==> src/hw/cluster_map.vh <==
`ifndef CLUSTER_MAP_VH
`define CLUSTER_MAP_VH

// bus register word indices, byte address bits [7:2]
`define ADR_LUT_TOP_LO 6'h00
`define ADR_LUT_TOP_HI 6'h01
`define ADR_LUT_BOT_LO 6'h02
`define ADR_LUT_BOT_HI 6'h03
`define ADR_CELL_CFG 6'h04
`define ADR_REG_CFG 6'h05
`define ADR_CLU_CFG 6'h06
`define ADR_STATUS 6'h07

`define RST_WORD 32'h00000000
`define CELL_CFG_MASK 32'h000001FF
`define REG_CFG_MASK 32'h0FFFFFFF
`define CLU_CFG_MASK 32'h00007FFF

// cell configuration fields
`define CC_OUT_TOP_LSB 0
`define CC_OUT_BOT_LSB 3
`define CC_SAME_FN 6
`define CC_FB_TOP 7
`define CC_FB_BOT 8

// per storage register fields, RF_W bits each in reg_cfg
`define RF_W 7
`define RF_CLK_LSB 0
`define RF_ACLR_LSB 2
`define RF_SCLR 4
`define RF_SLOAD 5
`define RF_SRC 6

// cluster configuration fields
`define CL_SRC0_LSB 0
`define CL_SRC1_LSB 3
`define CL_PICK_LSB 6
`define CL_CLR0_LSB 9
`define CL_CLR1_LSB 12

// local control input bits
`define LC_CLR_SRC_LSB 0
`define LC_ENA_LSB 2
`define LC_SCLR 5
`define LC_SLOAD 6

`define RESP_OKAY 2'h0
`define RESP_SLVERR 2'h2

`endif

==> src/hw/cell_storage_reg.v <==
`timescale 1ns/1ps
module cell_storage_reg (
    input wire mclk_in,
    input wire rst_in,
    input wire tick_in,
    input wire aclr_in,
    input wire sclr_in,
    input wire sload_in,
    input wire load_d_in,
    input wire d_in,
    output wire q_out
);
    reg q_ff;

    // clear does not wait for a cluster clock edge
    always @(posedge mclk_in or posedge rst_in) begin
        if (rst_in) begin
            q_ff <= 1'b0;
        end else if (aclr_in) begin
            q_ff <= 1'b0;
        end else if (tick_in) begin
            if (sclr_in) begin
                q_ff <= 1'b0;
            end else if (sload_in) begin
                q_ff <= load_d_in;
            end else begin
                q_ff <= d_in;
            end
        end
    end

    assign q_out = q_ff;
endmodule // cell_storage_reg

==> src/hw/combinational_lut_half.v <==
`timescale 1ns/1ps
module combinational_lut_half #(
    parameter IN_W = 6
) (
    input wire [(1<<IN_W)-1:0] mask_in,
    input wire [IN_W-1:0] sel_in,
    output wire f_out
);
    // truth table lookup
    assign f_out = mask_in[sel_in];
endmodule // combinational_lut_half

==> src/hw/logic_cluster.v <==
// Contract
// - two clock sources and three enables form three cluster clocks, each tied to its enable.
// - an inactive enable stops its cluster clock so registers on it hold.
// - cluster control comes from the six row clocks and the local control inputs.
// - storage registers clear asynchronously from at most two cluster clears.
// - the active-low chip-wide clear resets every storage, clock, synchroniser and output register above all other controls; configuration is kept.
// - the cell holds two lut halves over eight inputs and four registers.
// - each register has data, clock, synchronous clear, asynchronous clear and load.
// - combinational use bypasses the registers to the outputs.
// - one output may carry a lut result while another carries a register.
// - a register output can feed back into the lut of the same cell.
// - normal mode gives two functions or one of six inputs from eight data inputs.
// - two five-input functions share the first two inputs, a four and five share one.
// - two six-input functions pack only with four shared inputs and one function; the code also packs two separate tables while CC_SAME_FN is clear.
// - the top input pair serves the top register and outputs, the bottom pair the bottom.
// - with the top pair in use the bottom pair packs a register; its last input only if unregistered.
// - two outputs drive routing and one of them also drives local interconnect.
`timescale 1ns/1ps
`include "cluster_map.vh"
module logic_cluster #(
    parameter ROW_W = 6,
    parameter LOCAL_W = 7,
    parameter NCLK = 3
) (
    input wire mclk_in,
    input wire rst_in,
    input wire chip_wide_clear_n_in,
    input wire [7:0] awaddr_in,
    input wire awvalid_in,
    output wire awready_out,
    input wire [31:0] wdata_in,
    input wire [3:0] wstrb_in,
    input wire wvalid_in,
    output wire wready_out,
    output wire [1:0] bresp_out,
    output wire bvalid_out,
    input wire bready_in,
    input wire [7:0] araddr_in,
    input wire arvalid_in,
    output wire arready_out,
    output wire [31:0] rdata_out,
    output wire [1:0] rresp_out,
    output wire rvalid_out,
    input wire rready_in,
    input wire [ROW_W-1:0] row_clk_in,
    input wire [LOCAL_W-1:0] local_ctrl_in,
    input wire [3:0] lut_in_abcd_in,
    input wire lut_in_e_top_in,
    input wire lut_in_f_top_in,
    input wire lut_in_e_bottom_in,
    input wire lut_in_f_bottom_in,
    output wire [NCLK-1:0] cluster_clk_out,
    output wire route_top_out,
    output wire route_bottom_out,
    output wire local_drive_out
);
    localparam SYNC_W = ROW_W + LOCAL_W + 8;

    // chip-wide clear joins reset for the synchroniser, clock, storage and output registers
    wire arst;
    assign arst = rst_in | ~chip_wide_clear_n_in;

    // pin synchronisers: a change counts when stages two and three agree
    wire [SYNC_W-1:0] pin_raw;
    reg [SYNC_W-1:0] sync1_ff;
    reg [SYNC_W-1:0] sync2_ff;
    reg [SYNC_W-1:0] sync3_ff;
    reg [SYNC_W-1:0] pin_ff;
    wire [SYNC_W-1:0] agree;

    assign pin_raw = {row_clk_in, local_ctrl_in, lut_in_f_bottom_in, lut_in_e_bottom_in,
                      lut_in_f_top_in, lut_in_e_top_in, lut_in_abcd_in};
    assign agree = ~(sync2_ff ^ sync3_ff);

    always @(posedge mclk_in or posedge arst) begin
        if (arst) begin
            sync1_ff <= {SYNC_W{1'b0}};
            sync2_ff <= {SYNC_W{1'b0}};
            sync3_ff <= {SYNC_W{1'b0}};
            pin_ff <= {SYNC_W{1'b0}};
        end else begin
            sync1_ff <= pin_raw;
            sync2_ff <= sync1_ff;
            sync3_ff <= sync2_ff;
            pin_ff <= (agree & sync3_ff) | (~agree & pin_ff);
        end
    end

    wire [3:0] in_abcd;
    wire in_e_top;
    wire in_f_top;
    wire in_e_bot;
    wire in_f_bot;
    wire [LOCAL_W-1:0] lctl;
    wire [ROW_W-1:0] rowc;
    assign in_abcd = pin_ff[3:0];
    assign in_e_top = pin_ff[4];
    assign in_f_top = pin_ff[5];
    assign in_e_bot = pin_ff[6];
    assign in_f_bot = pin_ff[7];
    assign lctl = pin_ff[8 +: LOCAL_W];
    assign rowc = pin_ff[8 + LOCAL_W +: ROW_W];

    // configuration registers
    reg [31:0] lut_top_lo_ff;
    reg [31:0] lut_top_hi_ff;
    reg [31:0] lut_bot_lo_ff;
    reg [31:0] lut_bot_hi_ff;
    reg [31:0] cell_cfg_ff;
    reg [31:0] reg_cfg_ff;
    reg [31:0] clu_cfg_ff;

    // cluster clock sources and clears picked from row clocks and local lines
    wire [7:0] row_pad;
    wire [7:0] clr_vec;
    wire [1:0] src_lvl;
    wire [1:0] clr_lvl;
    assign row_pad = {{(8-ROW_W){1'b0}}, rowc};
    assign clr_vec = {lctl[`LC_CLR_SRC_LSB +: 2], rowc};
    assign src_lvl[0] = row_pad[clu_cfg_ff[`CL_SRC0_LSB +: 3]];
    assign src_lvl[1] = row_pad[clu_cfg_ff[`CL_SRC1_LSB +: 3]];
    assign clr_lvl[0] = clr_vec[clu_cfg_ff[`CL_CLR0_LSB +: 3]];
    assign clr_lvl[1] = clr_vec[clu_cfg_ff[`CL_CLR1_LSB +: 3]];

    reg [NCLK-1:0] en_lat_ff;
    reg [NCLK-1:0] cclk_ff;
    reg [NCLK-1:0] cclk_prev_ff;
    wire [NCLK-1:0] tick;

    genvar k;
    generate
        for (k = 0; k < NCLK; k = k + 1) begin : g_cclk
            wire lvl;
            assign lvl = src_lvl[clu_cfg_ff[`CL_PICK_LSB + k]];
            // enable is taken only while the source is low, so no runt pulse
            always @(posedge mclk_in or posedge arst) begin
                if (arst) begin
                    en_lat_ff[k] <= 1'b0;
                    cclk_ff[k] <= 1'b0;
                    cclk_prev_ff[k] <= 1'b0;
                end else begin
                    if (!lvl) begin
                        en_lat_ff[k] <= lctl[`LC_ENA_LSB + k];
                    end
                    cclk_ff[k] <= lvl & en_lat_ff[k];
                    cclk_prev_ff[k] <= cclk_ff[k];
                end
            end
            assign tick[k] = cclk_ff[k] & ~cclk_prev_ff[k];
        end
    endgenerate

    assign cluster_clk_out = cclk_ff;

    // lut halves share inputs a..d; each half owns its e/f pair
    wire [3:0] q;
    wire [63:0] mask_top;
    wire [63:0] mask_bot;
    wire [5:0] sel_top;
    wire [5:0] sel_bot;
    wire lut_top;
    wire lut_bot;
    wire d_top;
    wire d_bot;

    assign d_top = cell_cfg_ff[`CC_FB_TOP] ? q[0] : in_abcd[3];
    assign d_bot = cell_cfg_ff[`CC_FB_BOT] ? q[1] : in_abcd[3];
    assign sel_top = {in_f_top, in_e_top, d_top, in_abcd[2:0]};
    assign sel_bot = {in_f_bot, in_e_bot, d_bot, in_abcd[2:0]};
    assign mask_top = {lut_top_hi_ff, lut_top_lo_ff};
    // CC_SAME_FN makes both halves use the top truth table
    assign mask_bot = cell_cfg_ff[`CC_SAME_FN] ? mask_top :
                      {lut_bot_hi_ff, lut_bot_lo_ff};

    combinational_lut_half #(
        .IN_W(6)
    ) u_lut_top (
        .mask_in(mask_top),
        .sel_in(sel_top),
        .f_out(lut_top)
    );

    combinational_lut_half #(
        .IN_W(6)
    ) u_lut_bot (
        .mask_in(mask_bot),
        .sel_in(sel_bot),
        .f_out(lut_bot)
    );

    // bottom packing through f is refused while a bottom register takes the lut
    wire bot_lut_regd;
    assign bot_lut_regd = ~reg_cfg_ff[`RF_W + `RF_SRC] | ~reg_cfg_ff[3 * `RF_W + `RF_SRC];

    wire [3:0] ticks_pad;
    wire [3:0] clrs_pad;
    wire [3:0] pack_pin;
    assign ticks_pad = {1'b0, tick};
    assign clrs_pad = {1'b0, clr_lvl, 1'b0};
    assign pack_pin = {in_f_bot, in_f_top, in_f_bot, in_e_top};

    genvar r;
    generate
        for (r = 0; r < 4; r = r + 1) begin : g_store
            wire [`RF_W-1:0] f;
            wire lut_d;
            wire pack_ok;
            wire d;
            assign f = reg_cfg_ff[r * `RF_W +: `RF_W];
            assign lut_d = (r % 2 == 0) ? lut_top : lut_bot;
            assign pack_ok = (r % 2 == 0) ? 1'b1 : ~bot_lut_regd;
            assign d = (f[`RF_SRC] && pack_ok) ? pack_pin[r] : lut_d;
            cell_storage_reg u_reg (
                .mclk_in(mclk_in),
                .rst_in(arst),
                .tick_in(ticks_pad[f[`RF_CLK_LSB +: 2]]),
                .aclr_in(clrs_pad[f[`RF_ACLR_LSB +: 2]]),
                .sclr_in(f[`RF_SCLR] & lctl[`LC_SCLR]),
                .sload_in(f[`RF_SLOAD] & lctl[`LC_SLOAD]),
                .load_d_in(in_abcd[2]),
                .d_in(d),
                .q_out(q[r])
            );
        end
    endgenerate

    // output mux: lut results bypass storage, registers may share the outputs
    wire [7:0] out_src;
    reg route_top_ff;
    reg route_bot_ff;
    assign out_src = {2'b00, q, lut_bot, lut_top};

    always @(posedge mclk_in or posedge arst) begin
        if (arst) begin
            route_top_ff <= 1'b0;
            route_bot_ff <= 1'b0;
        end else begin
            route_top_ff <= out_src[cell_cfg_ff[`CC_OUT_TOP_LSB +: 3]];
            route_bot_ff <= out_src[cell_cfg_ff[`CC_OUT_BOT_LSB +: 3]];
        end
    end

    assign route_top_out = route_top_ff;
    assign route_bottom_out = route_bot_ff;
    assign local_drive_out = route_top_ff;

    // register bus slave
    reg aw_held_ff;
    reg w_held_ff;
    reg [5:0] waddr_ff;
    reg [31:0] wdata_ff;
    reg [3:0] wstrb_ff;
    reg bvalid_ff;
    reg [1:0] bresp_ff;
    reg rvalid_ff;
    reg [31:0] rdata_ff;
    reg [1:0] rresp_ff;
    wire do_write;

    assign awready_out = ~aw_held_ff & ~bvalid_ff;
    assign wready_out = ~w_held_ff & ~bvalid_ff;
    assign arready_out = ~rvalid_ff;
    assign bvalid_out = bvalid_ff;
    assign bresp_out = bresp_ff;
    assign rvalid_out = rvalid_ff;
    assign rdata_out = rdata_ff;
    assign rresp_out = rresp_ff;
    assign do_write = aw_held_ff & w_held_ff & ~bvalid_ff;

    function [31:0] merge;
        input [31:0] old_v;
        input [31:0] new_v;
        input [3:0] strb;
        input [31:0] keep;
        integer i;
        begin
            merge = old_v;
            for (i = 0; i < 4; i = i + 1) begin
                if (strb[i]) begin
                    merge[i*8 +: 8] = new_v[i*8 +: 8];
                end
            end
            merge = merge & keep;
        end
    endfunction

    wire wmapped;
    assign wmapped = (waddr_ff <= `ADR_CLU_CFG);

    always @(posedge mclk_in or posedge rst_in) begin
        if (rst_in) begin
            aw_held_ff <= 1'b0;
            w_held_ff <= 1'b0;
            waddr_ff <= 6'h00;
            wdata_ff <= `RST_WORD;
            wstrb_ff <= 4'h0;
            bvalid_ff <= 1'b0;
            bresp_ff <= `RESP_OKAY;
            lut_top_lo_ff <= `RST_WORD;
            lut_top_hi_ff <= `RST_WORD;
            lut_bot_lo_ff <= `RST_WORD;
            lut_bot_hi_ff <= `RST_WORD;
            cell_cfg_ff <= `RST_WORD;
            reg_cfg_ff <= `RST_WORD;
            clu_cfg_ff <= `RST_WORD;
        end else begin
            if (awvalid_in && awready_out) begin
                aw_held_ff <= 1'b1;
                waddr_ff <= awaddr_in[7:2];
            end
            if (wvalid_in && wready_out) begin
                w_held_ff <= 1'b1;
                wdata_ff <= wdata_in;
                wstrb_ff <= wstrb_in;
            end
            if (do_write) begin
                aw_held_ff <= 1'b0;
                w_held_ff <= 1'b0;
                bvalid_ff <= 1'b1;
                bresp_ff <= wmapped ? `RESP_OKAY : `RESP_SLVERR;
                case (waddr_ff)
                    `ADR_LUT_TOP_LO: lut_top_lo_ff <= merge(lut_top_lo_ff, wdata_ff, wstrb_ff,
                                                            32'hFFFFFFFF);
                    `ADR_LUT_TOP_HI: lut_top_hi_ff <= merge(lut_top_hi_ff, wdata_ff, wstrb_ff,
                                                            32'hFFFFFFFF);
                    `ADR_LUT_BOT_LO: lut_bot_lo_ff <= merge(lut_bot_lo_ff, wdata_ff, wstrb_ff,
                                                            32'hFFFFFFFF);
                    `ADR_LUT_BOT_HI: lut_bot_hi_ff <= merge(lut_bot_hi_ff, wdata_ff, wstrb_ff,
                                                            32'hFFFFFFFF);
                    `ADR_CELL_CFG: cell_cfg_ff <= merge(cell_cfg_ff, wdata_ff, wstrb_ff,
                                                        `CELL_CFG_MASK);
                    `ADR_REG_CFG: reg_cfg_ff <= merge(reg_cfg_ff, wdata_ff, wstrb_ff,
                                                      `REG_CFG_MASK);
                    `ADR_CLU_CFG: clu_cfg_ff <= merge(clu_cfg_ff, wdata_ff, wstrb_ff,
                                                      `CLU_CFG_MASK);
                    default: bresp_ff <= wmapped ? `RESP_OKAY : `RESP_SLVERR;
                endcase
            end else if (bvalid_ff && bready_in) begin
                bvalid_ff <= 1'b0;
            end
        end
    end

    // read side: status shows live cell and clock state
    reg [31:0] rd_mux;
    reg rd_ok;
    always @* begin
        rd_mux = `RST_WORD;
        rd_ok = 1'b1;
        case (araddr_in[7:2])
            `ADR_LUT_TOP_LO: rd_mux = lut_top_lo_ff;
            `ADR_LUT_TOP_HI: rd_mux = lut_top_hi_ff;
            `ADR_LUT_BOT_LO: rd_mux = lut_bot_lo_ff;
            `ADR_LUT_BOT_HI: rd_mux = lut_bot_hi_ff;
            `ADR_CELL_CFG: rd_mux = cell_cfg_ff;
            `ADR_REG_CFG: rd_mux = reg_cfg_ff;
            `ADR_CLU_CFG: rd_mux = clu_cfg_ff;
            `ADR_STATUS: rd_mux = {20'h00000, route_bot_ff, route_top_ff, 1'b0,
                                   cclk_ff, q, lut_bot, lut_top};
            default: rd_ok = 1'b0;
        endcase
    end

    always @(posedge mclk_in or posedge rst_in) begin
        if (rst_in) begin
            rvalid_ff <= 1'b0;
            rdata_ff <= `RST_WORD;
            rresp_ff <= `RESP_OKAY;
        end else if (arvalid_in && arready_out) begin
            rvalid_ff <= 1'b1;
            rdata_ff <= rd_mux;
            rresp_ff <= rd_ok ? `RESP_OKAY : `RESP_SLVERR;
        end else if (rvalid_ff && rready_in) begin
            rvalid_ff <= 1'b0;
        end
    end
endmodule // logic_cluster

==> config.mk <==
export PLATFORM = sky130hd
export DESIGN_NAME = logic_cluster
export DESIGN_NICKNAME = d
export VERILOG_FILES = /design/src/hw/cell_storage_reg.v /design/src/hw/combinational_lut_half.v /design/src/hw/logic_cluster.v
export VERILOG_INCLUDE_DIRS = /design/src /design/src/hw
export SDC_FILE = /design/constraint.sdc
export NUM_CORES = 1
export LEC_CHECK = 0
export BUFFER_PORTS_ARGS = -buffer_cell sky130_fd_sc_hd__buf_2
export CAP_MARGIN = 20
export CORE_MARGIN = 2
export CORE_UTILIZATION = 56
export CTS_BUF_LIST = sky130_fd_sc_hd__clkbuf_8
export CTS_CLUSTER_SIZE = 10
export DETAILED_ROUTE_END_ITERATION = 7
export HOLD_SLACK_MARGIN = 0.05
export PLACE_DENSITY = 0.78
export SLEW_MARGIN = 20
export SYNTH_ARGS = -nofsm -noshare
export SYNTH_HDL_FRONTEND = slang
export SYNTH_SLANG_ARGS = --single-unit
export TNS_END_PERCENT = 1
==> constraint.sdc <==
create_clock -name mclk_in -period 9.3 [get_ports mclk_in]
set_input_delay 1.86 -clock mclk_in [delete_from_list [all_inputs] [get_ports mclk_in]]
set_output_delay 1.86 -clock mclk_in [all_outputs]
set_load 0.05 [all_outputs]
==> flow_summary.toml <==
[timing]
timing_max_transition_violations_final = 0
finClkSkew_ps = 26.6
hold_violations = 0
max_freq_mhz = 247
grt_setup_unrepaired = "false"
postLayoutSetupSlackWorst_ps = 5250
timing.final.setup_violations = 0
fin_tns_setup_ps = 0
worst_pin_slew_ps = 1140
timing.slew.headroom_pct = 23.5
layout_worst_path_cycle_share_pct = 43.5
clock_period_minus_worst_slack_ps = 4050

[drt]
wire_per_inst_um = 24.0
vias = 10400
drt_first_pass_iters = 5
drc_errors = 0
detail_route.iter0.violations = 897
wirelength_um = 39500
drt-vias-per-instance = 6.31
antenna_violating_nets_post_route = 0

[floorplanning]
floorplan.rows = 61
i_o_pins = 128
die_x_um = 172
die_h_um = 172
start_util_pct = 56.9
die-area_um2 = 29600
core_region_area_um2 = 27800

[clocking]
cts.path.max_buffers = 3
path_clk_slew_ps = 60
cts_hold_repair.buffers = 0
post_cts_buffers = 0
clock-root-buffer = "clkbuf_8"
ctsHtreeMaxLevel = 2
clk-insertion-delay-late_ps = 610
tritoncts_clock_tree = "yes"
post_cts_resized = 0
clock_sinks = 359
numCtsBuffers = 57

[flow_run]
timing.max_cap.violations = 0

[global_route]
global_route.usage.total_pct = 27.8
grt_start_max_net_pins = 103
globalRouteOverflowTotal = 0
first_global_vias = 10600
global_route_wire_length_before_repair_um = 61500
antenna_violations_before_repair = 0

[power_and_ir_drop]
power.density_nw_per_um2 = 290
total_leakage_power_nw = 8.45
irDropWorstVdd_mv = 0.143

[layout]
final_util_pct = 64.2
post_route_cells_drive_above_1_share_pct = 38.9
syn2layout_area_growth_pct = 12.8
antenna_cells_inserted = 0
nNetsFinal = 1313

[worst_setup_path]
slowest_delay_ps = 900
worstSetupPathType = "in2reg"
rrSetupSlack_ps = 5670
timing.critical_path.from_type = "primary input"
crit_chain = "buf_2 > nor3_1 > nand2_1 > nor2_1 > buf_4 > a22oi_1 > nand2_1 > a221oi_1 > o21ai_0"
critPathSlowestCell = "nor2_1"
setup.worst_path.end_class = "flop"
timing.critical_path.required_ps = 9810
critical_path_peak_fanout = 17
ff2ff_path_depth = 8
critical_path.most_common_cell = "nand2_1"
arrival_ps = 4560
crit-reg2reg-capture = "local_drive_out$_DFF_PP0_"

[yosys]
synth-edff-count = 0
distinct_cell_type_count_after_synthesis = 60
compound_gate_fraction_of_synth_area_pct = 7.80
share_of_the_synthesized_netlist_area_taken_by_xor_and_xnor_gates_pct = 0
syn_avg_cell_area_um2 = 14.6
yosys_warnings = 0
area_contributors_post_synth = "dfrtp_1, mux2_2, mux4_2, mux4_1, a22oi_1"
synth_fa_ha_area_share_pct = 1.33
main_combinational_cell_family_by_area_after_synthesis = "multiplexers"
ys_dominant_reg_cell = "dfrtp_1"
netlist_area_um2 = 15800
muxShareOfSynthArea_pct = 27.0
asyncSetResetFlopFracSynth_pct = 100
synth-simple-area-share_pct = 4.70
synth_seq_cells = 359
synth_cells = 1084
post-synth-top-area-fraction_pct = 56.8
synthDominantAreaCellType = "dfrtp_1"
share_of_synthesized_area_occupied_by_flip_flops_and_latches_pct = 56.8

[placed_design]
post-dp-hpwl_um = 26800
finalWeightedCongestion = 0.924
port_buffers = 121
dp_slack_ps = 4830

[min_path]
hold_path_end = "sync2_ff[14]$_DFF_PP0_"
hp-start = "sync1_ff[14]$_DFF_PP0_"
timing.hold.worst.class = "reg2reg"
hold-path-cell-count = 0

[status]
status = "finished clean"
-- area by class of cell --
cell class,instances,area [um2]
clock buffers,72,991
clock inverters,26,129
fillers,2119,9950
inverters,10,45.0
multi-input cells,668,6490
flip-flops and latches,359,8980
well taps,378,473
repair buffers,136,726
-- registers in the layout (all words and copies together), names as in the netlist, 3 cells and up, named ones only --
signal,cells
cclk_prev_ff,3
cell_cfg_ff,9
clu_cfg_ff,15
cluster_clk_out,3
en_lat_ff,3
g_store.u_reg.q_out,4
lut_bot_hi_ff,32
lut_bot_lo_ff,32
lut_top_hi_ff,32
lut_top_lo_ff,32
rdata_out,32
reg_cfg_ff,28
sync1_ff,21
sync2_ff,21
sync3_ff,21
waddr_ff,6
wdata_ff,32
wstrb_ff,4
-- metrics by stage --
stage	hold WS [ps]	cell area, um2	power (mW)	std cells
global placement	332	16700	3.79	1551
floorplan	331	15800	3.40	1085
global route	357	17800	5.42	1649
CTS	347	17800	5.17	1649
detailed placement	335	16700	3.86	1551
finish	344	17800	5.17	1649
-- layer usage --
metal / up-vias / part of all wire (%) / global-route usage, % / wire length (um)
met5: - / 0 / 0 / 0
li1: 4429 / - / - / -
met4: 0 / 4.5 / 11.7 / 1790
met3: 135 / 8.8 / 6.41 / 3480
met2: 549 / 48 / 44.5 / 18900
met1: 5300 / 39 / 36.8 / 15400
-- cell usage after synthesis, types with 14 or more instances --
cell type  count
o21ai_0       39
a21oi_1       14
a221oi_1      15
mux2i_1       22
mux4_2        37
a22oi_1       48
mux2_2       229
dfrtp_1      359
clkbuf_1      24
mux4_1        23
maj3_1        21
nand2_1       70
nor2_1        30
a22o_1        18
-- kinds of logic after synthesis --
logic type,count (synthesis)
flip-flops,359
AO/OA/AOI/OAI,173
multiplexers,313
adder cells (fa/ha/maj),21
buffers and inverters,58
other,1
AND/OR/NAND/NOR,159
-- worst max-delay path by stage --
stage                             from                         to  slack [ps]  depth (start not counted)
final                     araddr_in[7]  rdata_out[14]$_DFFE_PP0P_        5250                          9
after detailed placement  araddr_in[7]  rdata_out[14]$_DFFE_PP0P_        4830                          9
after global placement    araddr_in[7]  rdata_out[14]$_DFFE_PP0P_        4880                          9
after CTS                 araddr_in[7]  rdata_out[14]$_DFFE_PP0P_        5440                          9
after floorplan                 rst_in     aw_held_ff$_DFFE_PP0P_         280                          1
after global routing      araddr_in[7]  rdata_out[12]$_DFFE_PP0P_        5260                          9
-- critical path, delay by kind of cell --
family,cells,cell delay (ps)
buffers and inverters,2,520
AO/OA/AOI/OAI,3,390
AND/OR/NAND/NOR,4,1780
-- report_power, final --
| group | switching [mW] | internal (mW) | total [mW] |
|---|---|---|---|
| Sequential | 0.591 | 2.03 | 2.62 |
| Clock | 0.604 | 0.692 | 1.30 |
| Combinational | 0.547 | 0.704 | 1.25 |
-- cells in the final DEF, fill, tap and decap left out, types with 15 or more instances in the layout --
cell / count
inv_1: 30
a22o_1: 18
mux4_2: 37
nand2_1: 70
maj3_1: 21
a221oi_1: 15
mux2_2: 229
buf_2: 121
nor2_1: 29
mux2i_1: 22
dfrtp_1: 359
mux4_1: 23
o21ai_0: 39
clkbuf_8: 72
a22oi_1: 48
Power figures use the tool's default switching activity.
